--- config.mk ---
export PLATFORM = sky130hd
export DESIGN_NAME = odtmt_core
export DESIGN_NICKNAME = d
export VERILOG_FILES = /design/src/core/odtmt_pkg.sv /design/src/core/odtmt_core.sv
export SDC_FILE = /design/constraint.sdc
export NUM_CORES = 1
export LEC_CHECK = 0
export BUFFER_PORTS_ARGS = -buffer_cell sky130_fd_sc_hd__buf_2
export CAP_MARGIN = 20
export CORE_MARGIN = 4
export CORE_UTILIZATION = 55
export CTS_BUF_LIST = sky130_fd_sc_hd__clkbuf_4
export DETAILED_ROUTE_END_ITERATION = 10
export GPL_ROUTABILITY_DRIVEN = 0
export PLACE_DENSITY = 0.78
export SLEW_MARGIN = 20
export SYNTH_ARGS = -nofsm -noshare
export SYNTH_HDL_FRONTEND = slang
export SYNTH_SLANG_ARGS = --single-unit
--- constraint.sdc ---
create_clock -name hclk -period 8.2 [get_ports hclk]
set_clock_uncertainty 0.15 [all_clocks]
set_input_delay 0.82 -clock hclk [delete_from_list [all_inputs] [get_ports hclk]]
set_output_delay 0.82 -clock hclk [all_outputs]
set_load 0.05 [all_outputs]
--- src/core/odtmt_pkg.sv ---
// constants, register map and types of the termination mode logic
package odtmt_pkg;
  // clock period and derived timing
  localparam int CLK_PERIOD_PS = 50000;
  localparam int LAT_OFFSET = 2;
  localparam int ANPD_OFFSET = 1;
  localparam int CHOP_EXTRA = 4;
  localparam int FULL_EXTRA = 6;
  localparam int HOLD_SHORT = 4;
  localparam int HOLD_LONG = 6;
  localparam int WL_MIN = 5;
  // register map
  localparam logic [7:0] CFG_OFFSET = 8'h00;
  localparam logic [7:0] STATUS_OFFSET = 8'h04;
  localparam int CFG_WL_LSB = 0;
  localparam int CFG_WL_W = 5;
  localparam int CFG_RTT_WR_LSB = 5;
  localparam int CFG_PD_DLL_BIT = 7;
  localparam int CFG_CHOP_BIT = 8;
  localparam int CFG_OTF_BIT = 9;
  localparam int ST_RTT_ON_BIT = 0;
  localparam int ST_RTT_WR_BIT = 1;
  localparam int ST_ASYNC_BIT = 2;
  localparam int ST_WINDOW_BIT = 3;
  localparam int ST_PD_BIT = 4;
  localparam logic [4:0] WL_RESET = 5'h05;
  localparam logic [1:0] HTRANS_NONSEQ = 2'h2;

  typedef struct packed {
    logic otf_en;
    logic fixed_chop;
    logic pd_dll_fast;
    logic [1:0] rtt_wr_sel;
    logic [CFG_WL_W-1:0] wl;
  } odtmt_cfg_s;

  typedef struct packed {
    logic odt;
    logic cke;
    logic wr_cmd;
    logic wr_chop;
    logic ref_cmd;
  } odtmt_pins_s;

  typedef struct packed {
    logic rtt_on;
    logic rtt_wr_sel;
    logic async_mode;
    logic window;
    logic power_down;
  } odtmt_term_s;

  typedef enum logic [1:0] {
    ODTMT_SYNC,
    ODTMT_ENTRY,
    ODTMT_ASYNC,
    ODTMT_EXIT
  } odtmt_mode_e;
endpackage

--- src/core/odtmt_core.sv ---
// termination mode logic: synchronous, dynamic and power-down asynchronous
//
// Chosen here: the placing of the registers and the AHB-Lite interface to the registers.
`timescale 1ns/1ps
`default_nettype none

module odtmt_core #(
  parameter int HIST_DEPTH = 32,      // longest write latency served, capped at 31 by the field
  parameter int ENTRY_CYC = 1,        // powerdown_entry_delay in clocks
  parameter int EXIT_DLL_CYC = 10,    // powerdown_exit_dll_delay in clocks
  parameter int REFRESH_NS = 160      // minimum refresh cycle time
) (
  input wire logic hclk,                 // clock
  input wire logic hresetn,              // async reset, active low
  input wire logic ce,                   // clock enable
  input wire logic hsel,                 // slave select
  input wire logic [7:0] haddr,          // byte address
  input wire logic [1:0] htrans,         // transfer type
  input wire logic hwrite,               // write when high
  input wire logic [2:0] hsize,          // transfer size
  input wire logic hready,               // bus ready
  input wire logic [31:0] hwdata,        // write data
  output logic [31:0] hrdata,            // read data
  output logic hreadyout,                // slave ready
  output logic hresp,                    // response, always okay
  input wire odtmt_pkg::odtmt_pins_s pins, // registered pin inputs
  output odtmt_pkg::odtmt_term_s term    // termination state
);
  import odtmt_pkg::*;

  localparam int REFRESH_CYC_RAW =
    (REFRESH_NS * 1000 + CLK_PERIOD_PS - 1) / CLK_PERIOD_PS;
  localparam int REFRESH_CYC = REFRESH_CYC_RAW < 1 ? 1 : REFRESH_CYC_RAW;
  localparam int CNT_W = 12;
  // clamp to what both the field and the history can serve
  localparam int WL_FIELD_MAX = (1 << CFG_WL_W) - 1;
  localparam int WL_MAX = HIST_DEPTH > WL_FIELD_MAX ? WL_FIELD_MAX : HIST_DEPTH;

  if (HIST_DEPTH < 8 || HIST_DEPTH > 32 || ENTRY_CYC < 1 ||
      EXIT_DLL_CYC < 1 || REFRESH_CYC >= (1 << CNT_W) ||
      ENTRY_CYC >= (1 << CNT_W) || EXIT_DLL_CYC >= (1 << CNT_W))
  begin : gen_param_check
    $error("odtmt_core: unsupported parameter values");
  end

  ////////////////////////////////////////////////////////////////////////////
  // register bus
  odtmt_cfg_s cfg_reg;
  logic [7:0] addr_reg;
  logic wr_pend_reg;
  logic rd_pend_reg;
  wire logic addr_phase = hsel && htrans == HTRANS_NONSEQ && hready && ce;
  wire logic cfg_hit = addr_reg == CFG_OFFSET;
  wire logic cfg_rd = haddr == CFG_OFFSET;
  wire logic st_rd = haddr == STATUS_OFFSET;
  wire logic [31:0] status_word = {27'h0000000, term.power_down, term.window,
    term.async_mode, term.rtt_wr_sel, term.rtt_on};
  wire logic [31:0] read_mux = cfg_rd ? {22'h000000, cfg_reg} :
    st_rd ? status_word : 32'h00000000;

  assign hreadyout = ce;  // a frozen block stalls the bus
  assign hresp = 1'b0;

  always_ff @(posedge hclk or negedge hresetn)
  begin
    if (!hresetn)
    begin
      addr_reg <= 8'h00;
      wr_pend_reg <= 1'b0;
      rd_pend_reg <= 1'b0;
    end
    else if (ce)
    begin
      wr_pend_reg <= addr_phase && hwrite;
      rd_pend_reg <= addr_phase && !hwrite;
      if (addr_phase)
        addr_reg <= haddr;
    end
  end

  always_ff @(posedge hclk or negedge hresetn)
  begin
    if (!hresetn)
    begin
      cfg_reg <= '{otf_en: 1'b0, fixed_chop: 1'b0, pd_dll_fast: 1'b0,
        rtt_wr_sel: 2'h0, wl: WL_RESET};
      hrdata <= 32'h00000000;
    end
    else if (ce)
    begin
      if (wr_pend_reg && cfg_hit)
        cfg_reg <= hwdata[$bits(odtmt_cfg_s)-1:0];
      // read data launched in the address phase, stands for the data phase
      if (addr_phase && !hwrite)
        hrdata <= read_mux;
      else if (!rd_pend_reg)
        hrdata <= 32'h00000000;
    end
  end

  ////////////////////////////////////////////////////////////////////////////
  // latencies
  wire logic [CFG_WL_W-1:0] wl_eff =
    (cfg_reg.wl < CFG_WL_W'(WL_MIN)) ? CFG_WL_W'(WL_MIN) :
    (int'(cfg_reg.wl) > WL_MAX) ? CFG_WL_W'(WL_MAX) : cfg_reg.wl;
  wire logic [CFG_WL_W-1:0] odt_lat = wl_eff - CFG_WL_W'(LAT_OFFSET);
  wire logic [CNT_W-1:0] lat_ext = CNT_W'(odt_lat);
  wire logic dyn_en = |cfg_reg.rtt_wr_sel;
  wire logic chop_eff = cfg_reg.otf_en ? pins.wr_chop : cfg_reg.fixed_chop;
  // unused lane is ignored; only whole words are served
  wire logic [2:0] unused_size = hsize;

  ////////////////////////////////////////////////////////////////////////////
  // synchronous path: registered ODT history
  logic [HIST_DEPTH-1:0] hist_reg;
  wire logic sync_odt = hist_reg[odt_lat - 1'b1];

  always_ff @(posedge hclk or negedge hresetn)
  begin
    if (!hresetn)
      hist_reg <= '0;
    else if (ce)
      hist_reg <= {hist_reg[HIST_DEPTH-2:0], pins.odt};
  end

  ////////////////////////////////////////////////////////////////////////////
  // dynamic termination strength
  logic [CNT_W-1:0] wr_cnt_reg;
  logic wr_chop_reg;
  logic rtt_wr_reg;
  wire logic [CNT_W-1:0] wr_end = lat_ext +
    (wr_chop_reg ? CNT_W'(CHOP_EXTRA) : CNT_W'(FULL_EXTRA));
  wire logic wr_running = wr_cnt_reg != '0;

  always_ff @(posedge hclk or negedge hresetn)
  begin
    if (!hresetn)
    begin
      wr_cnt_reg <= '0;
      wr_chop_reg <= 1'b0;
      rtt_wr_reg <= 1'b0;
    end
    else if (ce)
    begin
      if (!dyn_en)
      begin
        wr_cnt_reg <= '0;
        rtt_wr_reg <= 1'b0;
      end
      else if (pins.wr_cmd)
      begin
        // a new write restarts the sequence; the controller spaces writes
        wr_cnt_reg <= CNT_W'(1);
        wr_chop_reg <= chop_eff;
      end
      else if (wr_running)
      begin
        if (wr_cnt_reg == lat_ext)
          rtt_wr_reg <= 1'b1;
        if (wr_cnt_reg == wr_end)
        begin
          rtt_wr_reg <= 1'b0;
          wr_cnt_reg <= '0;
        end
        else
          wr_cnt_reg <= wr_cnt_reg + CNT_W'(1);
      end
    end
  end

  ////////////////////////////////////////////////////////////////////////////
  // refresh cycle tracking
  logic [CNT_W-1:0] rfc_cnt_reg;

  always_ff @(posedge hclk or negedge hresetn)
  begin
    if (!hresetn)
      rfc_cnt_reg <= '0;
    else if (ce)
    begin
      if (pins.ref_cmd)
        rfc_cnt_reg <= CNT_W'(REFRESH_CYC);
      else if (rfc_cnt_reg != '0)
        rfc_cnt_reg <= rfc_cnt_reg - CNT_W'(1);
    end
  end

  ////////////////////////////////////////////////////////////////////////////
  // power-down mode control
  odtmt_mode_e mode_reg;
  logic pd_reg;
  logic [CNT_W-1:0] win_cnt_reg;
  logic rtt_on_reg;
  wire logic pd_enter = !pd_reg && !pins.cke;
  wire logic pd_leave = pd_reg && pins.cke;
  // remaining refresh time counted from this same edge
  wire logic [CNT_W-1:0] rfc_left =
    (rfc_cnt_reg > CNT_W'(1)) ? rfc_cnt_reg - CNT_W'(1) : '0;
  wire logic [CNT_W-1:0] entry_load =
    (rfc_left > CNT_W'(ENTRY_CYC)) ? rfc_left : CNT_W'(ENTRY_CYC);
  wire logic async_path = mode_reg == ODTMT_ASYNC;
  wire logic win_last = win_cnt_reg == CNT_W'(1);

  always_ff @(posedge hclk or negedge hresetn)
  begin
    if (!hresetn)
    begin
      mode_reg <= ODTMT_SYNC;
      pd_reg <= 1'b0;
      win_cnt_reg <= '0;
    end
    else if (ce)
    begin
      if (pd_enter)
        pd_reg <= 1'b1;
      else if (pd_leave)
        pd_reg <= 1'b0;
      unique case (mode_reg)
        ODTMT_SYNC:
          // the lead part before CKE low is still answered by the clocked
          // pipeline, which is one of the two permitted responses
          if (pd_enter && !cfg_reg.pd_dll_fast)
          begin
            mode_reg <= ODTMT_ENTRY;
            win_cnt_reg <= entry_load;
          end
        ODTMT_ENTRY:
          if (win_last)  // end clock included
          begin
            win_cnt_reg <= '0;
            mode_reg <= pd_reg && !pd_leave ? ODTMT_ASYNC : ODTMT_SYNC;
          end
          else
            win_cnt_reg <= win_cnt_reg - CNT_W'(1);
        ODTMT_ASYNC:
          if (pd_leave)
          begin
            mode_reg <= ODTMT_EXIT;
            win_cnt_reg <= CNT_W'(EXIT_DLL_CYC);
          end
        ODTMT_EXIT:
          if (win_last)
          begin
            win_cnt_reg <= '0;
            mode_reg <= ODTMT_SYNC;
          end
          else
            win_cnt_reg <= win_cnt_reg - CNT_W'(1);
      endcase
    end
  end

  ////////////////////////////////////////////////////////////////////////////
  // termination output
  always_ff @(posedge hclk or negedge hresetn)
  begin
    if (!hresetn)
      rtt_on_reg <= 1'b0;
    else if (ce)
      // receiver stays live in power-down; no latency when frozen
      rtt_on_reg <= async_path ? pins.odt : sync_odt;
  end

  wire logic window_on = mode_reg == ODTMT_ENTRY || mode_reg == ODTMT_EXIT;

  assign term = '{rtt_on: rtt_on_reg, rtt_wr_sel: rtt_wr_reg,
    async_mode: async_path, window: window_on, power_down: pd_reg};

  ////////////////////////////////////////////////////////////////////////////
  // checks
  wire logic wl5 = wl_eff == CFG_WL_W'(WL_MIN);
  wire logic sync_hold = mode_reg == ODTMT_SYNC;

  sync_turn_on_a: assert property (@(posedge hclk) disable iff (!hresetn || !ce)
    (sync_hold && wl5 && pins.odt && !hist_reg[0]) ##1
      (sync_hold && wl5)[*3] |=> term.rtt_on)
    else $error("termination not on at turn-on latency after ODT high");

  sync_turn_off_a: assert property (@(posedge hclk) disable iff (!hresetn || !ce)
    (sync_hold && wl5 && !pins.odt && hist_reg[0]) ##1
      (sync_hold && wl5)[*3] |=> !term.rtt_on)
    else $error("termination not off at turn-off latency after ODT low");

  dyn_gate_a: assert property (@(posedge hclk) disable iff (!hresetn || !ce)
    !dyn_en |=> !term.rtt_wr_sel)
    else $error("write strength selected with dynamic mode off");

  wr_select_a: assert property (@(posedge hclk) disable iff (!hresetn || !ce)
    (dyn_en && wl5 && pins.wr_cmd) ##1 (!pins.wr_cmd && dyn_en)[*3]
      |-> !term.rtt_wr_sel ##1 term.rtt_wr_sel)
    else $error("write strength not selected at turn-on latency");

  chop_release_a: assert property (@(posedge hclk) disable iff (!hresetn || !ce)
    (dyn_en && wl5 && pins.wr_cmd && chop_eff) ##1
      (!pins.wr_cmd && dyn_en)[*7] |-> term.rtt_wr_sel ##1 !term.rtt_wr_sel)
    else $error("chopped write strength not released at latency plus 4");

  full_release_a: assert property (@(posedge hclk) disable iff (!hresetn || !ce)
    (dyn_en && wl5 && pins.wr_cmd && !chop_eff) ##1
      (!pins.wr_cmd && dyn_en)[*8] |=> term.rtt_wr_sel ##1 !term.rtt_wr_sel)
    else $error("full write strength not released at latency plus 6");

  async_entry_a: assert property (@(posedge hclk) disable iff (!hresetn || !ce)
    term.async_mode |-> pd_reg && !cfg_reg.pd_dll_fast)
    else $error("asynchronous mode outside frozen-DLL power-down");

  async_follow_a: assert property (@(posedge hclk) disable iff (!hresetn || !ce)
    term.async_mode |=> term.rtt_on == $past(pins.odt))
    else $error("asynchronous termination does not follow ODT directly");

  no_window_a: assert property (@(posedge hclk) disable iff (!hresetn || !ce)
    (sync_hold && cfg_reg.pd_dll_fast) |=> !term.window)
    else $error("transition window with DLL kept on");

  entry_end_a: assert property (@(posedge hclk) disable iff (!hresetn || !ce)
    (sync_hold && pd_enter && !cfg_reg.pd_dll_fast && rfc_cnt_reg == '0
      && ENTRY_CYC == 1) ##1 !pd_leave |=> !term.window && term.async_mode)
    else $error("entry window not closed after entry delay");

  exit_start_a: assert property (@(posedge hclk) disable iff (!hresetn || !ce)
    (term.async_mode && pins.cke) |=> term.window && !term.async_mode)
    else $error("exit window did not open when CKE registered high");
endmodule // odtmt_core

`default_nettype wire

* After elaboration in Yosys (flattened, before gate mapping)
Index checks and enable logic that the tools add are counted.
** Storage, ports and cells
- Bits of input ports :: 56
- Output and inout bits :: 39
- Word-level logic and storage cells :: 115
- Bits in registers :: 126
** Cells by class
- Add/sub/neg operators :: 6
- Reductions and logical operators :: 35
- Multiplexer cells :: 35
- $lt $le $gt $ge :: 4
- Eq/ne operators :: 17
** Operator list (count)
- 12-bit two-way mux :: 11
- 32-bit two-way mux :: 2
- 12-bit case mux with 3 select lines :: 1
- 12-bit by 1-bit > comparator with 1-bit output (second input constant) :: 2
- 12-bit nonzero test :: 2
- 12-bit by 1-bit subtractor with 12-bit output (second input constant) :: 2
- 8-bit zero test :: 2
- 12-bit by 1-bit adder with 12-bit output (second input constant) :: 1
- 12-bit by 1-bit == test with 1-bit output (second input constant) :: 1
- 12-bit by 5-bit == test with 1-bit output :: 1
- 12-bit by 6-bit == test with 1-bit output :: 1
- 2-bit two-way mux :: 6
- 2-bit AND reduction :: 6
- 1-bit logical AND :: 10
- 1-bit two-way mux :: 10
- 10-bit two-way mux :: 1
- 5-bit two-way mux :: 2
- 8-bit by 3-bit == test with 1-bit output (second input constant) :: 1
- 2-bit inequality test (second input constant) :: 4
- 2-bit case mux with 4 select lines :: 1
- 5-bit by 3-bit adder with 6-bit output :: 1
- 2-bit == test (second input constant) :: 3
- 5-bit by 6-bit less-than comparator with 1-bit output (second input constant) :: 1
- 2-bit by 1-bit inequality test with 1-bit output (second input constant) :: 3
- other kinds (15) :: 22

* Depth between registers and ports, before layout
Gate-level depths: netlist of run 1.
- Depth after elaboration :: 9
- Depth in mapped cells :: 11
- Gate-level depth less buffers :: 9

* Worst setup path before layout of run 1
No wires, ideal clock.
- Path kind :: register to register
- Start point :: register cfg_reg[3] (netlist bit)
- End point :: register rtt_on_reg
- Cell stages (with the launch flop) :: 10
- Period minus slack after synthesis :: 3194 ps
- Data arrival time :: 2978 ps
- Library setup time :: 66 ps
- Buffers on the path :: 1
- Required time :: 7984 ps
- Setup slack :: 5006 ps
- Cell sequence :: dfrtp_1 -> buf_2 -> o31ai_1 -> ha_1 -> xnor2_4 -> mux2i_1 -> mux4_2 -> o21a_2 -> a2111oi_4 -> a221o_1
** Between the ends
- Cells in the longest elaborated chain, start to end :: 7
** Ends and longest elaborated chain
- start, declared :: line odtmt_core.sv:48 : odtmt_cfg_s cfg_reg;
- start signal, assigned :: line odtmt_core.sv:85 : cfg_reg <= '{otf_en: 1'b0, fixed_chop: 1'b0, pd_dll_fast: 1'b0,
- start signal, assigned :: line odtmt_core.sv:92 : cfg_reg <= hwdata[$bits(odtmt_cfg_s)-1:0];
- 5-bit by 3-bit less-than comparator with 1-bit output :: line odtmt_core.sv:104 : (cfg_reg.wl < CFG_WL_W'(WL_MIN)) ? CFG_WL_W'(WL_MIN) :
- 5-bit two-way mux * :: line odtmt_core.sv:104
- 5-bit by 2-bit subtractor with 5-bit output * :: line odtmt_core.sv:106 : wire logic [CFG_WL_W-1:0] odt_lat = wl_eff - CFG_WL_W'(LAT_OFFSET);
- 5-bit by 1-bit subtractor with 5-bit output * :: line odtmt_core.sv:116 : wire logic sync_odt = hist_reg[odt_lat - 1'b1];
- 1-bit binary-select mux with 5-bit select * :: line odtmt_core.sv:116
- 1-bit two-way mux (not written as such) * :: line odtmt_core.sv:116
- 1-bit two-way mux * :: line odtmt_core.sv:261 : rtt_on_reg <= async_path ? pins.odt : sync_odt;
- end signal, assigned :: line odtmt_core.sv:261
- end, declared :: line odtmt_core.sv:193 : logic rtt_on_reg;
Every way passes the cells marked *; elsewhere a longest branch is shown, timed or not. The select of a mux whose other input is x is not followed.
A chain may end at the register's enable or synchronous reset.

* Worst setup path in the final report of run 1
Same ends and word-level chain as after synthesis.

==> results of run 1 <==
[area by class of cell]
class / instances / area share
inverter: 19 / 0.0114
sequential: 104 / 0.417
multi-input combinational: 402 / 0.479
timing repair buffer: 51 / 0.0438
clock buffer: 10 / 0.0120
clock inverter: 6 / 0.00961
tap: 136 / 0.0272
[per-stage QoR]
step	util	std cells	hold WS, ns	instance area, um^2
floorplan	-	583	0.297	6000
detailed placement	0.586	711	0.333	6110
global placement	0.585	710	0.307	6100
finish	0.600	728	0.206	6250
CTS	0.599	727	0.219	6240
global route	0.600	728	0.228	6250
[cells in the final DEF (no fill, tap or decap), drive strengths merged, types with 6 or more instances in the layout]
| master | instances |
|---|---|
| xnor2 | 18 |
| or3 | 6 |
| xor2 | 13 |
| inv | 19 |
| nor3 | 11 |
| a21oi | 19 |
| clkbuf | 11 |
| o21ai | 35 |
| mux4 | 6 |
| dfrtp | 102 |
| nand2 | 35 |
| o31ai | 9 |
| conb | 23 |
| mux2 | 51 |
| nor4 | 8 |
| nor2 | 31 |
| buf | 50 |
| a22o | 14 |
| o32ai | 7 |
| mux2i | 18 |
| ha | 15 |
| nand3 | 15 |
| nand4 | 6 |
[power by group]
part           switching [mW]  internal, mW  total [mW]  leakage [nW]
Sequential              0.149         0.646       0.795          1.34
Clock                   0.167        0.0949       0.261        0.0722
Combinational           0.311         0.273       0.584          1.45
[path summary, 6_finish.rpt]
| path | startpoint | endpoint | slack [ns] | cells after the start |
|---|---|---|---|---|
| worst min-delay path | hresetn | rfc_cnt_reg[9]$_DFFE_PN0P_ | 0.21 | 1 |
| worst min register to register | wr_pend_reg$_DFFE_PN0P_ | wr_pend_reg$_DFFE_PN0P_ | 0.37 | 1 |
| worst max-delay path | cfg_reg[3]$_DFFE_PN0P_ | rtt_on_reg$_DFFE_PN0P_ | 4.59 | 7 |
| max in group asynchronous | hresetn | rtt_on_reg$_DFFE_PN0P_ | 6.58 | 2 |
| min in group hclk | wr_pend_reg$_DFFE_PN0P_ | wr_pend_reg$_DFFE_PN0P_ | 0.37 | 1 |
| worst max register to register | cfg_reg[3]$_DFFE_PN0P_ | rtt_on_reg$_DFFE_PN0P_ | 4.59 | 7 |
[cell families (layout without fill, tap and decap cells)]
logic type | after synthesis | after routing | synth area share
buffers and inverters | 77 | 86 | 0.0679
other | 1 | 23 | 0.000634
xor gates and xnor gates | 31 | 31 | 0.0490
adders and majority gates | 15 | 15 | 0.0317
and+or+nand+nor | 142 | 142 | 0.123
DFF | 104 | 104 | 0.440
AOI/OAI and AO/OA | 116 | 116 | 0.137
muxes | 75 | 75 | 0.151
[metal layers]
layer / vias up / track usage
met1: 2130 / 0.265
met3: 27 / 0.0342
met5: - / 0
li1: 2046 / -
met4: 0 / 0.0949
met2: 130 / 0.325
==> run metrics, run 1 <==
Port Buf Inserts=46; Max transition margin=0.559; Final Power=1.64 mW; CTS Hold Bufs=0; top cells by count, synth=dfrtp_1 (102), mux2_2 (51), nand2_1 (35), nor2_1 (30), buf_4 (29); Fin. Hold Viols=0; Die ar.=12500 um^2; max reg flops=32; Vias=4333; row count=37; Least-Margin Pin Slew=0.656 ns; Synth Flop Type=dfrtp_1; unrepaired setup endpoints after global routing=false; multi-input logic area=2990 um^2; share of layout cells above drive strength 1=0.226; root buf cell=clkbuf_4; status=finished clean; TritonCTS Buffers=9; Post-CTS Resized=0; Max Fclk=277 MHz; Post-synth ARST share=1.00; layout overhead on the synthesized area=5.60%; Yosys top cell area share=0.431; gr usage total=0.201; CTS Buffer Depth=2; pre-CTS setup slack=4.64 ns; Synth cell types=68; met2 routed WL=5.94 mm; Highest Signal Layer=met4; io pins=95; Worst-path clk slew=0.15 ns; Final WS setup=4.59 ns; M1 WL=5.38 mm; Seq. cell area=2610 um^2; Max rail drop VDD=0.0967 mV; CP max-delay cell=o31ai_1; CTS Sinks=104; # Max-Cap Violations=0; minimum clock period=3.61 ns; Final Cycle Share=0.440; Worst Path Max Fanout=11; Die W=112 um; Mapped Area=5920 um^2; # setup viols final=0; antenna-violating nets left=0; Pleak=2.86 nW; DR WL/cell=16.8 um; H-tree levels=3; fill cell total of the finished layout=854; CP Launch Type=register; Post-synth EDFFs=0; global route overflow=0; setup bufs post-CTS=0; Core ar.=10400 um^2; setup TNS=0 ns; initial core utilization=0.568; Die Ht=112 um; vias per inst=5.95; Final Max Tran Viols=0; vias in the first global route=4289; DPL Wire Length=8.78 mm; Cells after Synth=561; Critical Path Max Stage Delay=0.64 ns; syn avg cell area=10.5 um^2; Residual DRC=0; most numerous cell in the Yosys netlist=dfrtp_1; largest net degree at the start of global routing=55; Synth Warn #=0; Seq cells post-synth=104; initial antenna violation count=0; Critical Path AT=3.87 ns; routed wire length=12.2 mm; antenna fix cells=0; post-synth top area cell=dfrtp_1; register area share after synthesis=0.440; drt pass-1 iters=4; CTS tree=done; PwrDens=262 nW/um^2; worst skew pair latency=0.47 ns; Met3 Wirelength=583 um; Worst Path Buf+Inv=0; first-pass GRT wire length=20.8 mm; fin nets=658; kind of critical path=register to register; CP Capture Type=register; worst hold path type=primary input to async pin; Area contributors post-synth=dfrtp_1 (43%), mux2_2 (9.7%), buf_4 (3.7%), ha_1 (3.2%), mux2i_1 (3.0%); Initial DRC Count=343; CP delay by family, top=compound AO/OA/AOI/OAI gates; CP cell instances=o31ai_1 > ha_1 > xnor2_4 > mux2i_1 > mux4_1 > a2111oi_4 > a221o_1; Crit path required time=8.46 ns
Note: power is estimated with default switching activity, not from simulation.
==> run 2: changes to the inputs <==
Settings changed: CORE_UTILIZATION 55 to 53.
Clock period 8.2 ns to 3.1 ns, I/O delays scaled along.
==> run metrics, run 2 (synthesis gave the netlist of run 1 again) <==
Residual DRC=0 (unchanged); drt pass-1 iters=5 (+1); Pleak=3.01 nW (+5.0%); Worst-path clk slew=0.16 ns (about the same); CTS Buffer Depth=2 (unchanged); switching power=1.68 mW (+170%); global route overflow=0 (unchanged); Max rail drop VDD=0.307 mV (+220%); Max transition margin=0.551 (-0.00760); max reg flops=32 (unchanged); row count=38 (+2.7%); antenna fix cells=0 (unchanged); Port Buf Inserts=46 (unchanged); Core ar.=10900 um^2 (+4.5%); unrepaired setup endpoints after global routing=false; CTS Sinks=104 (unchanged); TritonCTS Buffers=9 (unchanged); hold depth=5; Worst Path Max Fanout=9 (-2); minimum clock period=2.98 ns (-0.628 ns); share of layout cells above drive strength 1=0.233 (+0.00639); kind of critical path=register to register; Die Ht=114 um (+1.7%); Worst Hold End=rtt_wr_reg$_DFFE_PN0P_; H-tree levels=3 (unchanged); commonest non-fill, non-tap cell in the layout=dfrtp_1; routed wire length=12.8 mm (+4.6%); Worst Setup SP=cfg_reg[1]$_DFFE_PN0P_; reg2reg path depth=9 (+2); vias per inst=5.77 (-3.0%); worst hold path type=primary input to register; Die ar.=12900 um^2 (+3.5%); Initial DRC Count=388 (+13%); PwrDens=672 nW/um^2 (+160%); first-pass GRT wire length=21.7 mm (+4.4%); CP Launch Type=register; gr usage total=0.206 (+0.00428); fin nets=690 (+4.9%); Switching Fraction=0.380 (-0.00195); commonest cells after routing, fill and taps aside=dfrtp_1 (102), mux2_2 (51), buf_2 (45), nand2_1 (35), nor2_1 (30); FF-to-FF setup slack=0.12 ns (-4.47 ns); layout overhead on the synthesized area=11.3%; Crit path required time=3.38 ns (-5.08 ns); Least-Margin Pin Slew=0.670 ns (+0.0139 ns); # Max-Cap Violations=0 (unchanged); CP Capture Type=register; Logic pwr share=0.367 (+0.011); clock power share=0.159 (about the same); hold_sp=pins[2]; GRT met1 Usage=0.269 (+0.00361); antenna-violating nets left=0 (unchanged); # setup viols final=0 (unchanged); Fin. Hold Viols=0 (unchanged); met3 usage=0.0398 (+0.00555); Max Fclk=335 MHz (+21%); initial antenna violation count=0 (unchanged); initial core utilization=0.544 (-0.0246); Die W=114 um (+1.7%); Final WS setup=0.119 ns (-4.47 ns); Vias=4405 (+1.7%); worst r2r dst=rtt_on_reg$_DFFE_PN0P_; Final Power=4.43 mW (+170%); Seq pwr share=0.474 (-0.010); Most Crowded Layer GR=met2; largest net degree at the start of global routing=55 (unchanged); Critical Path AT=3.26 ns (-0.61 ns); Final Max Tran Viols=0 (unchanged); root buf cell=clkbuf_4; status=finished clean; worst skew pair latency=0.47 ns (about the same); pre-CTS setup slack=-0.0301 ns (-4.67 ns); Final Cycle Share=0.962 (+0.522); reg2reg start=cfg_reg[1]$_DFFE_PN0P_; io pins=95 (unchanged); DPL Wire Length=9.06 mm (+3.3%); CTS tree=done; vias in the first global route=4415 (+2.9%); Internal Pwr Total=2.75 mW (+170%); DR WL/cell=16.8 um (-0.18%); grt met2 use=0.347 (+0.0217)
==> run 2: how the worst max path moves through the flow <==
stage,endpoint,slack [ns]
after floorplan,rtt_on_reg$_DFFE_PN0P_,0.02
after global placement,rtt_on_reg$_DFFE_PN0P_,0.11
after detailed placement,rtt_on_reg$_DFFE_PN0P_,-0.03
after CTS,rtt_on_reg$_DFFE_PN0P_,0.08
after global routing,rtt_on_reg$_DFFE_PN0P_,0.04
final,rtt_on_reg$_DFFE_PN0P_,0.12
==> run 2: cell type report <==
class                      count  area [um^2]
tap                          140          175
clock inverter                 5         58.8
inverter                      19         71.3
clock buffer                  10         75.1
sequential                   104         2610
timing repair buffer          83          591
multi-input combinational    402         3010
fill                         854         4300
==> run 2: metal layers <==
metal | share of wire | wire length (um)
met3 | 0.051 | 647
met4 | 0.017 | 212
met2 | 0.50 | 6400
met5 | 0 | 0
met1 | 0.43 | 5550
==> run 2: repair_timing <==
| action | 4_1_cts | 5_1_grt |
|---|---|---|
| hold buffers | 22 | 0 |
| pin swaps | 1 | 0 |
| setup endpoints to repair | 1 | 2 |
| endpoints found under the hold margin | 68 | 0 |
| resized for setup | 0 | 2 |
| setup buffers | 1 | 0 |
==> run 2: critical path, stage by stage, from the launching register on <==
cell       delay, ns
dfrtp_1         0.52
a211oi_2        0.35
nor2_2          0.08
ha_1            0.28
xnor2_4         0.17
buf_12          0.15
mux2i_1         0.11
mux4_1          0.57
a2111oi_4       0.36
a221o_1         0.18
==> run 2: power by group through the flow <==
stage	registers [mW]	clock network (mW)	logic, mW
detailed placement	2.12	0	1.57
floorplan	1.96	0	1.33
global placement	2.09	0	1.50
global route	2.15	0.768	1.79
finish	2.10	0.704	1.62
CTS	2.09	0.717	1.62
==> run 2: per-stage QoR <==
| stage | util | hold WS, ns | area [um^2] | TNS, ns | std cells |
|---|---|---|---|---|---|
| 6_report | 0.605 | 0.0651 | 6590 | 0 | 763 |
| 5_1_grt | 0.605 | 0.0498 | 6590 | 0 | 763 |
| 4_1_cts | 0.604 | 0.0423 | 6580 | 0 | 763 |
| 3_5_place_dp | 0.570 | 0.225 | 6200 | -0.0301 | 725 |
| 3_3_place_gp | 0.570 | 0.219 | 6200 | 0 | 725 |
| 2_1_floorplan | - | -0.136 | 6010 | 0 | 583 |
==> run 3: changes to the inputs <==
Settings changed: CORE_UTILIZATION 53 to 55.
Clock period 3.1 ns to 3.31 ns, I/O delays scaled along.
==> run metrics, run 3 (synthesis gave the netlist of run 1 again) <==
Die W=112 um (-1.7%); largest net degree at the start of global routing=73 (+33%); Max rail drop VDD=0.236 mV (-23%); CTS Sinks=104 (unchanged); initial core utilization=0.568 (+0.0246); Seq. cell area=2610 um^2 (unchanged); Final Max Tran Viols=0 (unchanged); TritonCTS Buffers=9 (unchanged); Final Instance Count excl. Fillers=757 (-0.79%); antenna-violating nets left=0 (unchanged); Placed Area=6160 um^2 (-0.73%); Final Cycle Share=0.928 (-0.0332); CP Capture Type=register; initial antenna violation count=0 (unchanged); Cells after DPL=718 (-0.97%); global route overflow=0 (unchanged); PwrDens=633 nW/um^2 (-5.8%); # setup viols final=0 (unchanged); Die Ht=112 um (-1.7%); kind of critical path=register to register; fin nets=687 (-0.43%); vias per inst=5.83 (+0.91%); Fin. Hold Viols=0 (unchanged); Final Cell Area=6550 um^2 (-0.51%); Max Fclk=325 MHz (-3.0%); CP Launch Type=register; Internal Pwr Total=2.62 mW (-4.4%); Core ar.=10400 um^2 (-4.3%); Final Power=4.15 mW (-6.3%); Crit path required time=3.55 ns (+0.17 ns); Critical Path AT=3.31 ns (+0.05 ns); Residual DRC=0 (unchanged); setup TNS=0 ns (unchanged); gr usage total=0.203 (-0.00229); antenna fix cells=0 (unchanged); worst hold path type=primary input to register; Switching Fraction=0.368 (-0.0123); status=finished clean; CTS Buffer Depth=2 (unchanged); share of layout cells above drive strength 1=0.229 (-0.00408); worst skew pair latency=0.45 ns (-0.02 ns); Pleak=3.01 nW (+0.20%); layout overhead on the synthesized area=10.7%; first-pass GRT wire length=21.2 mm (-2.4%); Port Buf Inserts=46 (unchanged); max reg flops=32 (unchanged); Initial DRC Count=334 (-14%); CTS tree=done; fill cell total of the finished layout=809 (-5.3%); Seq pwr share=0.472 (-0.002); Least-Margin Pin Slew=0.897 ns (+0.227 ns); drt pass-1 iters=5 (unchanged); minimum clock period=3.07 ns (+0.0920 ns); Max transition margin=0.402 (-0.149); io pins=95 (unchanged); Vias=4410 (+0.11%); # Max-Cap Violations=0 (unchanged); row count=37 (-2.6%); DR WL/cell=16.2 um (-3.6%); root buf cell=clkbuf_4; H-tree levels=3 (unchanged); DPL Wire Length=8.77 mm (-3.2%); Logic pwr share=0.356 (-0.011); pre-CTS setup slack=0.127 ns (+0.157 ns); Final WS setup=0.237 ns (+0.118 ns); clock power share=0.172 (+0.013); Die ar.=12500 um^2 (-3.4%); unrepaired setup endpoints after global routing=false; commonest cells after routing, fill and taps aside=dfrtp_1 (102), mux2_2 (51), buf_2 (45), nand2_1 (35), nor2_1 (30); multi-input logic area=2990 um^2 (-0.54%); Worst Path Max Fanout=10 (+1); vias in the first global route=4393 (-0.50%); Worst-path clk slew=0.15 ns (about the same); switching power=1.53 mW (-9.3%); routed wire length=12.2 mm (-4.4%); commonest non-fill, non-tap cell in the layout=dfrtp_1
run 3: cell count changes in the layout (fill, tap and decap cells not counted), sizes merged:
cell | before | now
dlygate4sd3 | 22 | 21
clkinv | 2 | 4
clkinvlp | 2 | 0
bufinv | 1 | 2
buf | 61 | 59
run 3: area by class of cell:
| type | instances | area share |
|---|---|---|
| Multi-Input combinational cell | 402 | 0.457 |
| Tap cell | 136 | 0.0260 |
| Clock inverter | 6 | 0.0128 |
| Timing Repair Buffer | 80 | 0.0844 |
| Sequential cell | 104 | 0.398 |
| Clock buffer | 10 | 0.0115 |
| Inverter | 19 | 0.0109 |
run 3: what timing repair did:
item                                    4_1_cts  5_1_grt
hold buffers                                 20        1
hold endpoints to repair                     87        1
resized for setup                             0        0
setup buffers                                 0        2
endpoints found under the setup margin        0        1
run 3: power groups by stage:
stage	Combinational, mW	Clock (mW)	Sequential, mW
detailed placement	1.43	0	1.98
global placement	1.38	0	1.95
finish	1.48	0.714	1.96
global route	1.64	0.799	2.02
CTS	1.46	0.738	1.95
floorplan	1.25	0	1.83
run 3: worst paths after layout:
path / startpoint / end / slack (ns) / depth (start not counted)
hold reg to reg: hrdata[1]$_DFFE_PN0P_ / hrdata[1]$_DFFE_PN0P_ / 0.37 / 2
setup reg to reg: cfg_reg[2]$_DFFE_PN1P_ / rtt_on_reg$_DFFE_PN0P_ / 0.24 / 9
setup / recovery: cfg_reg[2]$_DFFE_PN1P_ / rtt_on_reg$_DFFE_PN0P_ / 0.24 / 9
hold / removal: ce / mode_reg[0]$_DFFE_PN0P_ / 0.04 / 2
min in group asynchronous: hresetn / rfc_cnt_reg[6]$_DFFE_PN0P_ / 0.38 / 2
max in group asynchronous: hresetn / wr_chop_reg$_DFFE_PN0P_ / 1.86 / 3
run 3: layer usage:
metal	GRT usage	wire length, um
met2	0.333	5850
met4	0.0495	138
met1	0.273	5540
met3	0.0522	719
met5	0	0
run 3: worst max-delay path, cell delays in order (launching register included):
cell,delay (ns)
dfstp_2,0.44
o31ai_1,0.42
inv_1,0.17
ha_1,0.30
xnor2_4,0.17
buf_12,0.15
mux2i_1,0.11
mux4_1,0.57
a2111oi_4,0.36
a221o_1,0.18
run 3: stage by stage:
stage / utilization / hold WS [ns]
finish: 0.629 / 0.0360
detailed placement: 0.591 / 0.320
global route: 0.629 / 0.0256
global placement: 0.591 / 0.307
CTS: 0.625 / 0.00376
floorplan: - / -0.115
